`config.mk`:
```
export PLATFORM = sky130hd
export DESIGN_NAME = sskdb_top
export DESIGN_NICKNAME = d
export VERILOG_FILES = /design/src/hw/sskdb_pkg.sv /design/src/hw/sskdb_top.sv
export SDC_FILE = /design/constraint.sdc
export NUM_CORES = 1
export LEC_CHECK = 0
export ABC_AREA = 1
export BUFFER_PORTS_ARGS = -buffer_cell sky130_fd_sc_hd__buf_2
export CAP_MARGIN = 20
export CORE_MARGIN = 2
export CORE_UTILIZATION = 55
export DETAILED_ROUTE_END_ITERATION = 12
export HOLD_SLACK_MARGIN = 0.1
export PLACE_DENSITY = 0.82
export SETUP_SLACK_MARGIN = 0.1
export SLEW_MARGIN = 5
export SYNTH_ARGS = -nofsm -noshare
export SYNTH_HDL_FRONTEND = slang
export SYNTH_SLANG_ARGS = --single-unit
```
`constraint.sdc`:
```
create_clock -name CLK -period 2.9 [get_ports CLK]
set_clock_uncertainty 0.2 [all_clocks]
set_input_delay 0.58 -clock CLK [delete_from_list [all_inputs] [get_ports CLK]]
set_output_delay 0.58 -clock CLK [all_outputs]
set_load 0.01 [all_outputs]
```
`src/hw/sskdb_pkg.sv`:
```
package sskdb_pkg;
    // byte offsets in the socket functions' configuration space
    localparam logic [7:0] SYSCTL_OFS = 8'h80;
    localparam logic [7:0] DEBOUNCE_OFS = 8'h84;
    localparam logic [2:0] FUNC_SOCK0 = 3'h0;
    localparam logic [2:0] FUNC_SOCK1 = 3'h1;

    // system control low bits
    localparam int WAKE_SEL_BIT = 0;
    localparam int HOLD_CLK_BIT = 1;
    localparam int VOLT_BIT = 2;
    localparam int DMA_EN_BIT = 3;
    localparam int PERR_FWD_BIT = 4;
    localparam logic SYSCTL_BIT_RST = 1'b0;

    localparam int DEBOUNCE_W = 8;
    localparam logic [7:0] DEBOUNCE_RST = 8'h19;

    // one debounce step
    localparam int STEP_US = 2000;
    localparam int CLK_MHZ = 125;
    localparam int STEP_CYCLES = STEP_US * CLK_MHZ;

    typedef struct packed {
        logic wr;
        logic rd;
        logic [2:0] func;
        logic [7:0] addr;
        logic [3:0] be;
        logic [31:0] wdata;
    } sskdb_cfg_req_t;
endpackage : sskdb_pkg

```
`src/hw/sskdb_top.sv`:
```
// Contract
// - parity forward bit, rw, reset 0; set forwards card parity errors to system error
// - centralized dma enable bit, rw, reset 0, turns centralized dma on or off
// - read-only legacy voltage bit: 0 is 3.3 V, 1 is 5 V, reset 3.3 V
// - hold-clocks bit set keeps bus and card clocks running via clkrun
// - wake/ring select set drives wake signal onto shared terminal
// - select clear and ring enable set drives ring indicate onto terminal
// - select and ring enable both clear leave shared terminal undriven
// - global system control bits are accessed through function 0 only
// - system control bits clear only on global reset, not function resets
// - debounce register counts the interval in 2 ms steps
// - debounce register resets to 19h, a 50 ms interval
// - all debounce bits are rw and reset only by global reset
// - debounce register sits at 84h in function 0 and function 1
module sskdb_top #(
    parameter int STEP_CYCLES = sskdb_pkg::STEP_CYCLES
) (
    input wire logic CLK, // 125 MHz configuration clock
    input wire logic SRST, // global reset, synchronous
    input wire logic CE, // clock enable, freezes all state when low
    input wire sskdb_pkg::sskdb_cfg_req_t CFG_REQ, // configuration access request
    output logic [31:0] CFG_RDATA, // read data, valid with CFG_ACK
    output logic CFG_ACK, // access done pulse
    input wire logic CARD_PARITY_ERR, // card data parity error pulse
    input wire logic LEGACY_5V_SEL, // legacy socket power control state
    input wire logic RING_IND_EN, // ring indicate output enable from card control
    input wire logic PME_SIG, // internal wake event level
    input wire logic RING_IND_SIG, // internal ring indicate level
    input wire logic MEDIA_CARD_DETECT_N, // media card detect pin, async
    output logic SERR_REQ, // system error request pulse
    output logic DMA_ENABLE, // centralized dma enable
    output logic HOLD_CLOCKS_RUNNING, // clkrun keep both clocks running
    output logic WAKE_RING_O, // shared wake/ring terminal level
    output logic WAKE_RING_OE, // shared wake/ring terminal drive enable
    output logic MEDIA_PRESENT // debounced media card detect
);
    localparam int PRE_W = $clog2(STEP_CYCLES + 1);
    localparam logic [PRE_W-1:0] PRE_LAST = PRE_W'(STEP_CYCLES - 1);

    logic perr_fwd_q;
    logic hold_clk_q;
    logic wake_sel_q;
    logic volt_q;
    logic [7:0] debounce_q;
    logic [2:0] det_sync_q;
    logic det_raw_q;
    logic [PRE_W-1:0] pre_q;
    logic [7:0] steps_q;

    function automatic logic hit(input sskdb_pkg::sskdb_cfg_req_t r, input logic [7:0] ofs);
        hit = (r.func == sskdb_pkg::FUNC_SOCK0 || r.func == sskdb_pkg::FUNC_SOCK1)
            && r.addr == ofs;
    endfunction : hit

    logic sys_wr;
    logic deb_wr;
    assign sys_wr = CFG_REQ.wr && CFG_REQ.be[0] && CFG_REQ.func == sskdb_pkg::FUNC_SOCK0
        && CFG_REQ.addr == sskdb_pkg::SYSCTL_OFS;
    assign deb_wr = CFG_REQ.wr && CFG_REQ.be[0]
        && hit(CFG_REQ, sskdb_pkg::DEBOUNCE_OFS);

    // only the global reset clears these; no function reset reaches them
    always_ff @(posedge CLK) begin
        if (SRST) begin
            perr_fwd_q <= sskdb_pkg::SYSCTL_BIT_RST;
            DMA_ENABLE <= sskdb_pkg::SYSCTL_BIT_RST;
            hold_clk_q <= sskdb_pkg::SYSCTL_BIT_RST;
            wake_sel_q <= sskdb_pkg::SYSCTL_BIT_RST;
        end else if (CE && sys_wr) begin
            perr_fwd_q <= CFG_REQ.wdata[sskdb_pkg::PERR_FWD_BIT];
            DMA_ENABLE <= CFG_REQ.wdata[sskdb_pkg::DMA_EN_BIT];
            hold_clk_q <= CFG_REQ.wdata[sskdb_pkg::HOLD_CLK_BIT];
            wake_sel_q <= CFG_REQ.wdata[sskdb_pkg::WAKE_SEL_BIT];
        end
    end

    always_ff @(posedge CLK) begin
        if (SRST) begin
            volt_q <= sskdb_pkg::SYSCTL_BIT_RST;
        end else if (CE) begin
            volt_q <= LEGACY_5V_SEL;
        end
    end

    always_ff @(posedge CLK) begin
        if (SRST) begin
            debounce_q <= sskdb_pkg::DEBOUNCE_RST;
        end else if (CE && deb_wr) begin
            debounce_q <= CFG_REQ.wdata[sskdb_pkg::DEBOUNCE_W-1:0];
        end
    end

    // read path; global bits read as zero from function 1
    always_ff @(posedge CLK) begin
        if (SRST) begin
            CFG_RDATA <= 32'h0;
            CFG_ACK <= 1'b0;
        end else if (CE) begin
            CFG_ACK <= CFG_REQ.wr || CFG_REQ.rd;
            CFG_RDATA <= 32'h0;
            if (CFG_REQ.rd && hit(CFG_REQ, sskdb_pkg::SYSCTL_OFS)) begin
                CFG_RDATA[sskdb_pkg::VOLT_BIT] <= volt_q;
                if (CFG_REQ.func == sskdb_pkg::FUNC_SOCK0) begin
                    CFG_RDATA[sskdb_pkg::PERR_FWD_BIT] <= perr_fwd_q;
                    CFG_RDATA[sskdb_pkg::DMA_EN_BIT] <= DMA_ENABLE;
                    CFG_RDATA[sskdb_pkg::HOLD_CLK_BIT] <= hold_clk_q;
                    CFG_RDATA[sskdb_pkg::WAKE_SEL_BIT] <= wake_sel_q;
                end
            end else if (CFG_REQ.rd && hit(CFG_REQ, sskdb_pkg::DEBOUNCE_OFS)) begin
                CFG_RDATA[sskdb_pkg::DEBOUNCE_W-1:0] <= debounce_q;
            end
        end
    end

    always_ff @(posedge CLK) begin
        if (SRST) begin
            SERR_REQ <= 1'b0;
        end else if (CE) begin
            SERR_REQ <= CARD_PARITY_ERR && perr_fwd_q;
        end
    end

    always_ff @(posedge CLK) begin
        if (SRST) begin
            HOLD_CLOCKS_RUNNING <= 1'b0;
        end else if (CE) begin
            HOLD_CLOCKS_RUNNING <= hold_clk_q;
        end
    end

    // terminal mux; undriven when neither source selected
    always_ff @(posedge CLK) begin
        if (SRST) begin
            WAKE_RING_O <= 1'b0;
            WAKE_RING_OE <= 1'b0;
        end else if (CE) begin
            if (wake_sel_q) begin
                WAKE_RING_O <= PME_SIG;
                WAKE_RING_OE <= 1'b1;
            end else if (RING_IND_EN) begin
                WAKE_RING_O <= RING_IND_SIG;
                WAKE_RING_OE <= 1'b1;
            end else begin
                WAKE_RING_O <= 1'b0;
                WAKE_RING_OE <= 1'b0;
            end
        end
    end

    // pin synchroniser; a level counts once stages two and three agree
    always_ff @(posedge CLK) begin
        if (SRST) begin
            det_sync_q <= '1;
            det_raw_q <= 1'b1;
        end else if (CE) begin
            det_sync_q <= {det_sync_q[1:0], MEDIA_CARD_DETECT_N};
            if (det_sync_q[1] == det_sync_q[2]) begin
                det_raw_q <= det_sync_q[2];
            end
        end
    end

    // interval restarts whenever the raw level returns to the accepted one
    // raw is low-true, present high-true: equal values mean a change is pending
    always_ff @(posedge CLK) begin
        if (SRST) begin
            pre_q <= '0;
            steps_q <= 8'h0;
            MEDIA_PRESENT <= 1'b0;
        end else if (CE) begin
            if (det_raw_q != MEDIA_PRESENT) begin
                pre_q <= '0;
                steps_q <= 8'h0;
            end else if (steps_q >= debounce_q) begin
                MEDIA_PRESENT <= !det_raw_q;
                pre_q <= '0;
                steps_q <= 8'h0;
            end else if (pre_q == PRE_LAST) begin
                pre_q <= '0;
                steps_q <= steps_q + 8'h1;
            end else begin
                pre_q <= pre_q + PRE_W'(1);
            end
        end
    end

    property p_serr_fwd;
        @(posedge CLK) disable iff (SRST)
        CE && CARD_PARITY_ERR && perr_fwd_q |=> SERR_REQ;
    endproperty
    a_serr_fwd: assert property (p_serr_fwd) else $error("parity not forwarded");

    property p_serr_quiet;
        @(posedge CLK) disable iff (SRST)
        CE && !perr_fwd_q |=> !SERR_REQ;
    endproperty
    a_serr_quiet: assert property (p_serr_quiet) else $error("parity forwarded off");

    property p_dma_write;
        @(posedge CLK) disable iff (SRST)
        CE && sys_wr |=> DMA_ENABLE == $past(CFG_REQ.wdata[sskdb_pkg::DMA_EN_BIT]);
    endproperty
    a_dma_write: assert property (p_dma_write) else $error("dma enable not written");

    property p_func1_global;
        @(posedge CLK) disable iff (SRST)
        CE && CFG_REQ.wr && CFG_REQ.func == sskdb_pkg::FUNC_SOCK1 |=>
            $stable(perr_fwd_q) && $stable(DMA_ENABLE) && $stable(wake_sel_q);
    endproperty
    a_func1_global: assert property (p_func1_global) else $error("func 1 wrote global");

    property p_hold_clk;
        @(posedge CLK) disable iff (SRST)
        CE |=> HOLD_CLOCKS_RUNNING == $past(hold_clk_q);
    endproperty
    a_hold_clk: assert property (p_hold_clk) else $error("hold clocks output wrong");

    property p_wake_route;
        @(posedge CLK) disable iff (SRST)
        CE && wake_sel_q |=> WAKE_RING_OE && WAKE_RING_O == $past(PME_SIG);
    endproperty
    a_wake_route: assert property (p_wake_route) else $error("wake not routed");

    property p_ring_route;
        @(posedge CLK) disable iff (SRST)
        CE && !wake_sel_q && RING_IND_EN |=> WAKE_RING_OE && WAKE_RING_O == $past(RING_IND_SIG);
    endproperty
    a_ring_route: assert property (p_ring_route) else $error("ring not routed");

    property p_term_off;
        @(posedge CLK) disable iff (SRST)
        CE && !wake_sel_q && !RING_IND_EN |=> !WAKE_RING_OE;
    endproperty
    a_term_off: assert property (p_term_off) else $error("terminal driven when off");

    property p_deb_reset;
        @(posedge CLK)
        SRST |=> debounce_q == sskdb_pkg::DEBOUNCE_RST && !perr_fwd_q && !wake_sel_q;
    endproperty
    a_deb_reset: assert property (p_deb_reset) else $error("reset value wrong");

    property p_no_early_accept;
        @(posedge CLK) disable iff (SRST)
        CE && steps_q < debounce_q |=> $stable(MEDIA_PRESENT);
    endproperty
    a_no_early_accept: assert property (p_no_early_accept) else $error("early accept");

    property p_ack_pulse;
        @(posedge CLK) disable iff (SRST)
        CE && (CFG_REQ.wr || CFG_REQ.rd) |=> CFG_ACK;
    endproperty
    a_ack_pulse: assert property (p_ack_pulse) else $error("access not acknowledged");

    property p_deb_write;
        @(posedge CLK) disable iff (SRST)
        CE && deb_wr |=> debounce_q == $past(CFG_REQ.wdata[sskdb_pkg::DEBOUNCE_W-1:0]);
    endproperty
    a_deb_write: assert property (p_deb_write) else $error("debounce not written");

    property p_deb_hold;
        @(posedge CLK) disable iff (SRST)
        CE && !deb_wr |=> $stable(debounce_q);
    endproperty
    a_deb_hold: assert property (p_deb_hold) else $error("debounce changed unasked");

    property p_deb_read;
        @(posedge CLK) disable iff (SRST)
        CE && CFG_REQ.rd && hit(CFG_REQ, sskdb_pkg::DEBOUNCE_OFS) |=>
            CFG_RDATA == 32'($past(debounce_q));
    endproperty
    a_deb_read: assert property (p_deb_read) else $error("debounce read wrong");

    property p_volt_ro;
        @(posedge CLK) disable iff (SRST)
        CE |=> volt_q == $past(LEGACY_5V_SEL);
    endproperty
    a_volt_ro: assert property (p_volt_ro) else $error("voltage bit not a mirror");

    property p_f1_read;
        @(posedge CLK) disable iff (SRST)
        CE && CFG_REQ.rd && CFG_REQ.func == sskdb_pkg::FUNC_SOCK1
            && CFG_REQ.addr == sskdb_pkg::SYSCTL_OFS |=>
            !CFG_RDATA[sskdb_pkg::PERR_FWD_BIT] && !CFG_RDATA[sskdb_pkg::DMA_EN_BIT]
            && !CFG_RDATA[sskdb_pkg::HOLD_CLK_BIT] && !CFG_RDATA[sskdb_pkg::WAKE_SEL_BIT];
    endproperty
    a_f1_read: assert property (p_f1_read) else $error("global bit read by func 1");

    property p_raw_glitch;
        @(posedge CLK) disable iff (SRST)
        CE && det_sync_q[1] != det_sync_q[2] |=> $stable(det_raw_q);
    endproperty
    a_raw_glitch: assert property (p_raw_glitch) else $error("pin glitch passed");

    property p_accept;
        @(posedge CLK) disable iff (SRST)
        CE && det_raw_q == MEDIA_PRESENT && steps_q >= debounce_q |=> $changed(MEDIA_PRESENT);
    endproperty
    a_accept: assert property (p_accept) else $error("settled detect not accepted");

    property p_step_count;
        @(posedge CLK) disable iff (SRST)
        CE && det_raw_q == MEDIA_PRESENT && steps_q < debounce_q && pre_q == PRE_LAST |=>
            steps_q == $past(steps_q) + 8'h1;
    endproperty
    a_step_count: assert property (p_step_count) else $error("step not counted");
endmodule : sskdb_top

```
== Word level (Yosys, flattened, before mapping) ==
Index checks and enable logic that the tools add are counted.

* Output and inout port bits: 39
* Bits in registers: 57
* Input bits: 58
* Logic and storage cells: 61

* $lt $le $gt $ge: 1
* Equality and inequality tests: 6
* $add $sub $neg: 2
* Muxes and demuxes: 15
* Reduce and logical (&&, ||, !) cells: 19
* Bitwise operators: 1

{| class="wikitable"
|+ Operators with widths
! operator !! count
|-
| $mux 18 || 3
|-
| $mux 8 || 4
|-
| $add 18x1->18 const B || 1
|-
| $eq 18x18->1 const B || 1
|-
| $eq 8x8->1 const B || 2
|-
| $logic_and 1x1->1 || 11
|-
| $add 8x1->8 const B || 1
|-
| $ge 8x8->1 || 1
|-
| $mux 5 || 1
|-
| $mux 1 || 4
|-
| $mux 2 || 2
|-
| $reduce_and 2->1 || 2
|-
| $eq 3x1->1 const B || 1
|-
| $logic_not 3->1 || 1
|-
| $mux 3 || 1
|-
| $reduce_and 3->1 || 1
|-
| $reduce_bool 3->1 || 1
|-
| $logic_or 1x1->1 || 2
|-
| $eq 1x1->1 || 1
|-
| $logic_not 1->1 || 1
|-
| $ne 1x1->1 || 1
|-
| $not 1->1 || 1
|}

== Depth between registers and ports, before layout ==
* Depth after elaboration: 6
* Gate-level depth with buffers: 14
* Gate-level depth less buffers: 14

== Least setup slack after synthesis ==
Ideal clock, no wire load.

* Path kind: register to register
* Start point: register steps_q[0]
* End point: register pre_q[12]
* Library setup time: 63 ps
* Slack: 987 ps
* Cell stages (with the launch flop): 15
* Buffers on the path: 1
* Arrival time: 1,650 ps
* Path through: dfxtp_1 inv_1 ha_1 inv_1 nand2_1 nand2_1 nand2_1 nand2_1 nand2_1 nand2_2 nand4_4 nand2_4 nand2_4 buf_12 nor2_4

* Word-level cells in the longest chain between the ends: 3

{| class="wikitable"
|+ RTL lines
! element !! RTL line !! source
|-
| from (decl) || sskdb_top.sv:48 || <nowiki>logic [7:0] steps_q;</nowiki>
|-
| from (signal assigned) || sskdb_top.sv:180 || <nowiki>steps_q <= steps_q + 8'h1;</nowiki>
|-
| $ge 8x8->1 || sskdb_top.sv:174 || <nowiki>end else if (steps_q >= debounce_q) begin</nowiki>
|-
| $mux 18 || sskdb_top.sv:174 ||
|-
| $mux 18 || sskdb_top.sv:171 || <nowiki>if (det_raw_q != MEDIA_PRESENT) begin</nowiki>
|-
| to (signal assigned) || sskdb_top.sv:182 || <nowiki>pre_q <= pre_q + PRE_W'(1);</nowiki>
|-
| to (decl) || sskdb_top.sv:47 || <nowiki>logic [PRE_W-1:0] pre_q;</nowiki>
|}

No other way between the ends.
A chain may end at the register's enable or synchronous reset.

== Worst setup path in the final report ==
* Start point: register steps_q[0]
* End point: register pre_q[14]

The elaborated chain is that of the path after synthesis.

==> summary.md <==
| Metric | Value |
|---|---|
| Period utilization | `0.7699` |
| Layout cells sized above 1 | `0.1918` |
| Post-route DRC | `0` |
| Global-route wire length before repair | `10.99 mm` |
| Critical register-to-register path startpoint | `steps_q[0]` |
| CTS Buf Count | `9` |
| Synth top area cells | `dfxtp_1 36%, nand2_1 9.5%, nor2_1 6.9%` |
| Number of max-cap violations | `0` |
| DP Worst Slack | `around 0.7 ns` |
| Vias per cell | `5.100` |
| Final setup vio count | `0` |
| Final WL | `approximately 6.6 mm` |
| Core footprint | `5507 sq um` |
| Synth cell types | `39` |
| Async set-reset flop share out of synthesis | `0` |
| Synth Instances | `roughly 440` |
| Pwr dens | `just under 500 nW/um^2` |
| Nets | `roughly 550` |
| Initial Util | `0.5728` |
| Flop2flop setup slack | `roughly 0.67 ns` |
| Worst Hold End | `hold_clk_q` |
| Worst-Skew Late Latency | `around 0.32 ns` |
| Synth Flop Type | `dfxtp_1` |
| DP Area | `~3300 sq um` |
| Dominant cell type by area after synthesis | `dfxtp_1` |
| CP Class | `register to register` |
| # diodes | `0` |
| Fmax | `roughly 450 MHz` |
| Post-synth top area share | `0.3618` |
| Top-level I/O count | `97` |
| Final GP Congestion | `roughly 0.87` |
| Global route total overflow | `0` |
| Post-Syn Area per Cell | `approximately 7.2 sq um` |
| Count leader, synth | `nand2_1` |
| Initial DRC count | `139` |
| Crit path DAT | `between 2 and 2.5 ns` |
| Final hold vios | `0` |
| ANT nets after route | `0` |
| Setup_tns | `0 ns` |
| CTS tree | `done` |
| Post-layout min period | `approximately 2.2 ns` |
| Fill count | `495` |
| Full die area | `roughly 6400 sq um` |
| Hold crit path type | `register to register` |
| Total GRT Usage | `0.2187` |
| Hold_ws | `0.2608 ns` |
| Req. time, crit path | `2.94 ns` |
| Hold_sp | `hold_clk_q` |
| Std-Cell Rows | `27` |
| CTS Hold Buffers Added | `0` |
| Status | `completed` |
| Die W | `approximately 80 um` |
| Max Slew Vio Count | `0` |
| Post-synth EDFFs | `0` |
| RSZ-0062 raised after global routing | `false` |
| Number of warnings issued by yosys | `0` |
| Area grow syn2layout | `11.46%` |
| Synthesized area | `roughly 3200 sq um` |
| Vias in the first global route | `between 2,000 and 3,000` |
| H-tree depth | `3` |
| Seq/Total Area, Yosys | `0.3618` |
| Final Instance Count excl. Fillers | `between 500 and 600` |
| DP Cell Count | `between 500 and 600` |
| Number of cells on the worst hold path | `2` |
| Detail Placement HPWL | `between 4 and 5 mm` |
| Type of origin of the critical path | `register` |
| IO buf count | `45` |
| Clk root buf | `clkbuf_8` |
| Cts repair resizes | `0` |
| Seq cells post-synth | `57` |
| Maximum VDD drop | `between 0.2 and 0.3 mV` |
| Worst-path clk slew | `around 0.07 ns` |
| Reg-to-reg endpoint | `pre_q[14]` |
| FF-to-FF path depth | `13` |
| Die H | `roughly 80 um` |
| Largest net degree at the start of global routing | `23` |
| Clock buffer depth | `2` |
| Crit end category | `register` |
| Final setup margin | `0.6674 ns` |
| Max FO, Critical Path | `16` |
| Number of setup buffers added after CTS | `0` |
| Lkg Pwr | `~1.6 nW` |
| DR WL/cell | `~12 um` |
| Initial antenna violation count | `0` |
| # clock sinks | `57` |
| Most common library cells after synthesis | `80 x nand2_1, 58 x nor2_1, 57 x dfxtp_1` |
| Post-route cell area | `3516 sq um` |
| Drt pass-1 iters | `4` |
| Via Count | `approximately 2,900` |
-- worst max-delay path, stage by stage, from the launching register on --
cell and delay, ns:
dfxtp_1 0.43, inv_1 0.07, ha_1 0.27, inv_1 0.05, nand2_1 0.04, nand2_1 0.05
nand2_1 0.04, nand2_1 0.05, nand2_1 0.07, nand2_2 0.14, nand4_4 0.19, nand2_4 0.18
nand2_4 0.18, nor3_1 0.19
-- placed cells by master (no fill, tap or decap), types with 3 or more instances in the layout --
cell type / count
a211oi_1: 9
a21oi_1: 17
buf_2: 45
buf_4: 4
clkbuf_1: 3
clkbuf_8: 10
conb_1: 24
dfxtp_1: 57
ha_1: 10
inv_1: 50
nand2_1: 80
nand2_2: 3
nand3_1: 33
nand4_1: 9
nor2_1: 58
nor2_2: 15
nor2_4: 3
nor3_1: 15
o211ai_1: 5
o21ai_0: 10
xor2_1: 6
-- worst max path at each step --
stage	slack, ns	startpoint	to	cells after the start
after global routing	0.48	steps_q[0]	pre_q[13]	13
after floorplan	0.99	steps_q[0]	pre_q[12]	14
final	0.67	steps_q[0]	pre_q[14]	13
after global placement	0.74	steps_q[0]	pre_q[14]	13
after detailed placement	0.68	steps_q[0]	pre_q[14]	13
after CTS	0.67	steps_q[0]	pre_q[14]	13
-- state kept, by name (all words and copies together) (netlist names), 3 cells and up --
name,cells
det_sync_q,3
CFG_RDATA,8
debounce_q,8
pre_q,18
steps_q,8
-- layout make-up --
cell class / instances / area (sq um) / share of cell area
timing repair buffer: 49 / 255.2 / 0.07260
inverter: 52 / 195.2 / 0.05552
sequential: 57 / 1141 / 0.3246
clock buffer: 13 / 148.9 / 0.04235
tap: 72 / 90.09 / 0.02562
clock inverter: 3 / 40.04 / 0.01139
multi-input combinational: 316 / 1645 / 0.4680
-- power breakdown --
group	switching, mW	leakage (nW)	internal (mW)
sequential	0.0167	0.463	0.803
combinational	0.118	1.05	0.0642
clock	0.300	0.0974	0.419
total	0.435	1.61	1.29
-- per-layer routing --
| layer | GRT usage | wire [um] | share of wire | vias up |
|---|---|---|---|---|
| li1 | - | - | - | 1454 |
| met1 | 0.2801 | 2932 | 0.45 | 1299 |
| met2 | 0.3521 | 3067 | 0.47 | 99 |
| met3 | 0.03846 | 451 | 0.069 | 14 |
| met4 | 0.1136 | 121 | 0.018 | 0 |
| met5 | 0 | 0 | 0 | - |
-- through the flow --
step                      power (mW)    util
after floorplan               0.9860       -
after detailed placement       1.017  0.6042
after CTS                      1.731  0.6385
after global placement         1.011  0.6042
after global routing           1.793  0.6385
final                          1.720  0.6385
-- kinds of logic (layout without fill, tap and decap cells) --
group | after synthesis | in the layout | share of synthesized area
other | 1 | 24 | 0.001189
XOR/XNOR | 9 | 9 | 0.02737
AND/OR/NAND/NOR | 224 | 224 | 0.3312
adder cells (fa/ha/maj) | 10 | 10 | 0.03967
flip-flops | 57 | 57 | 0.3618
buffers and inverters | 89 | 117 | 0.1440
AO/OA/AOI/OAI | 49 | 49 | 0.09480
Power figures use the tool's default switching activity.
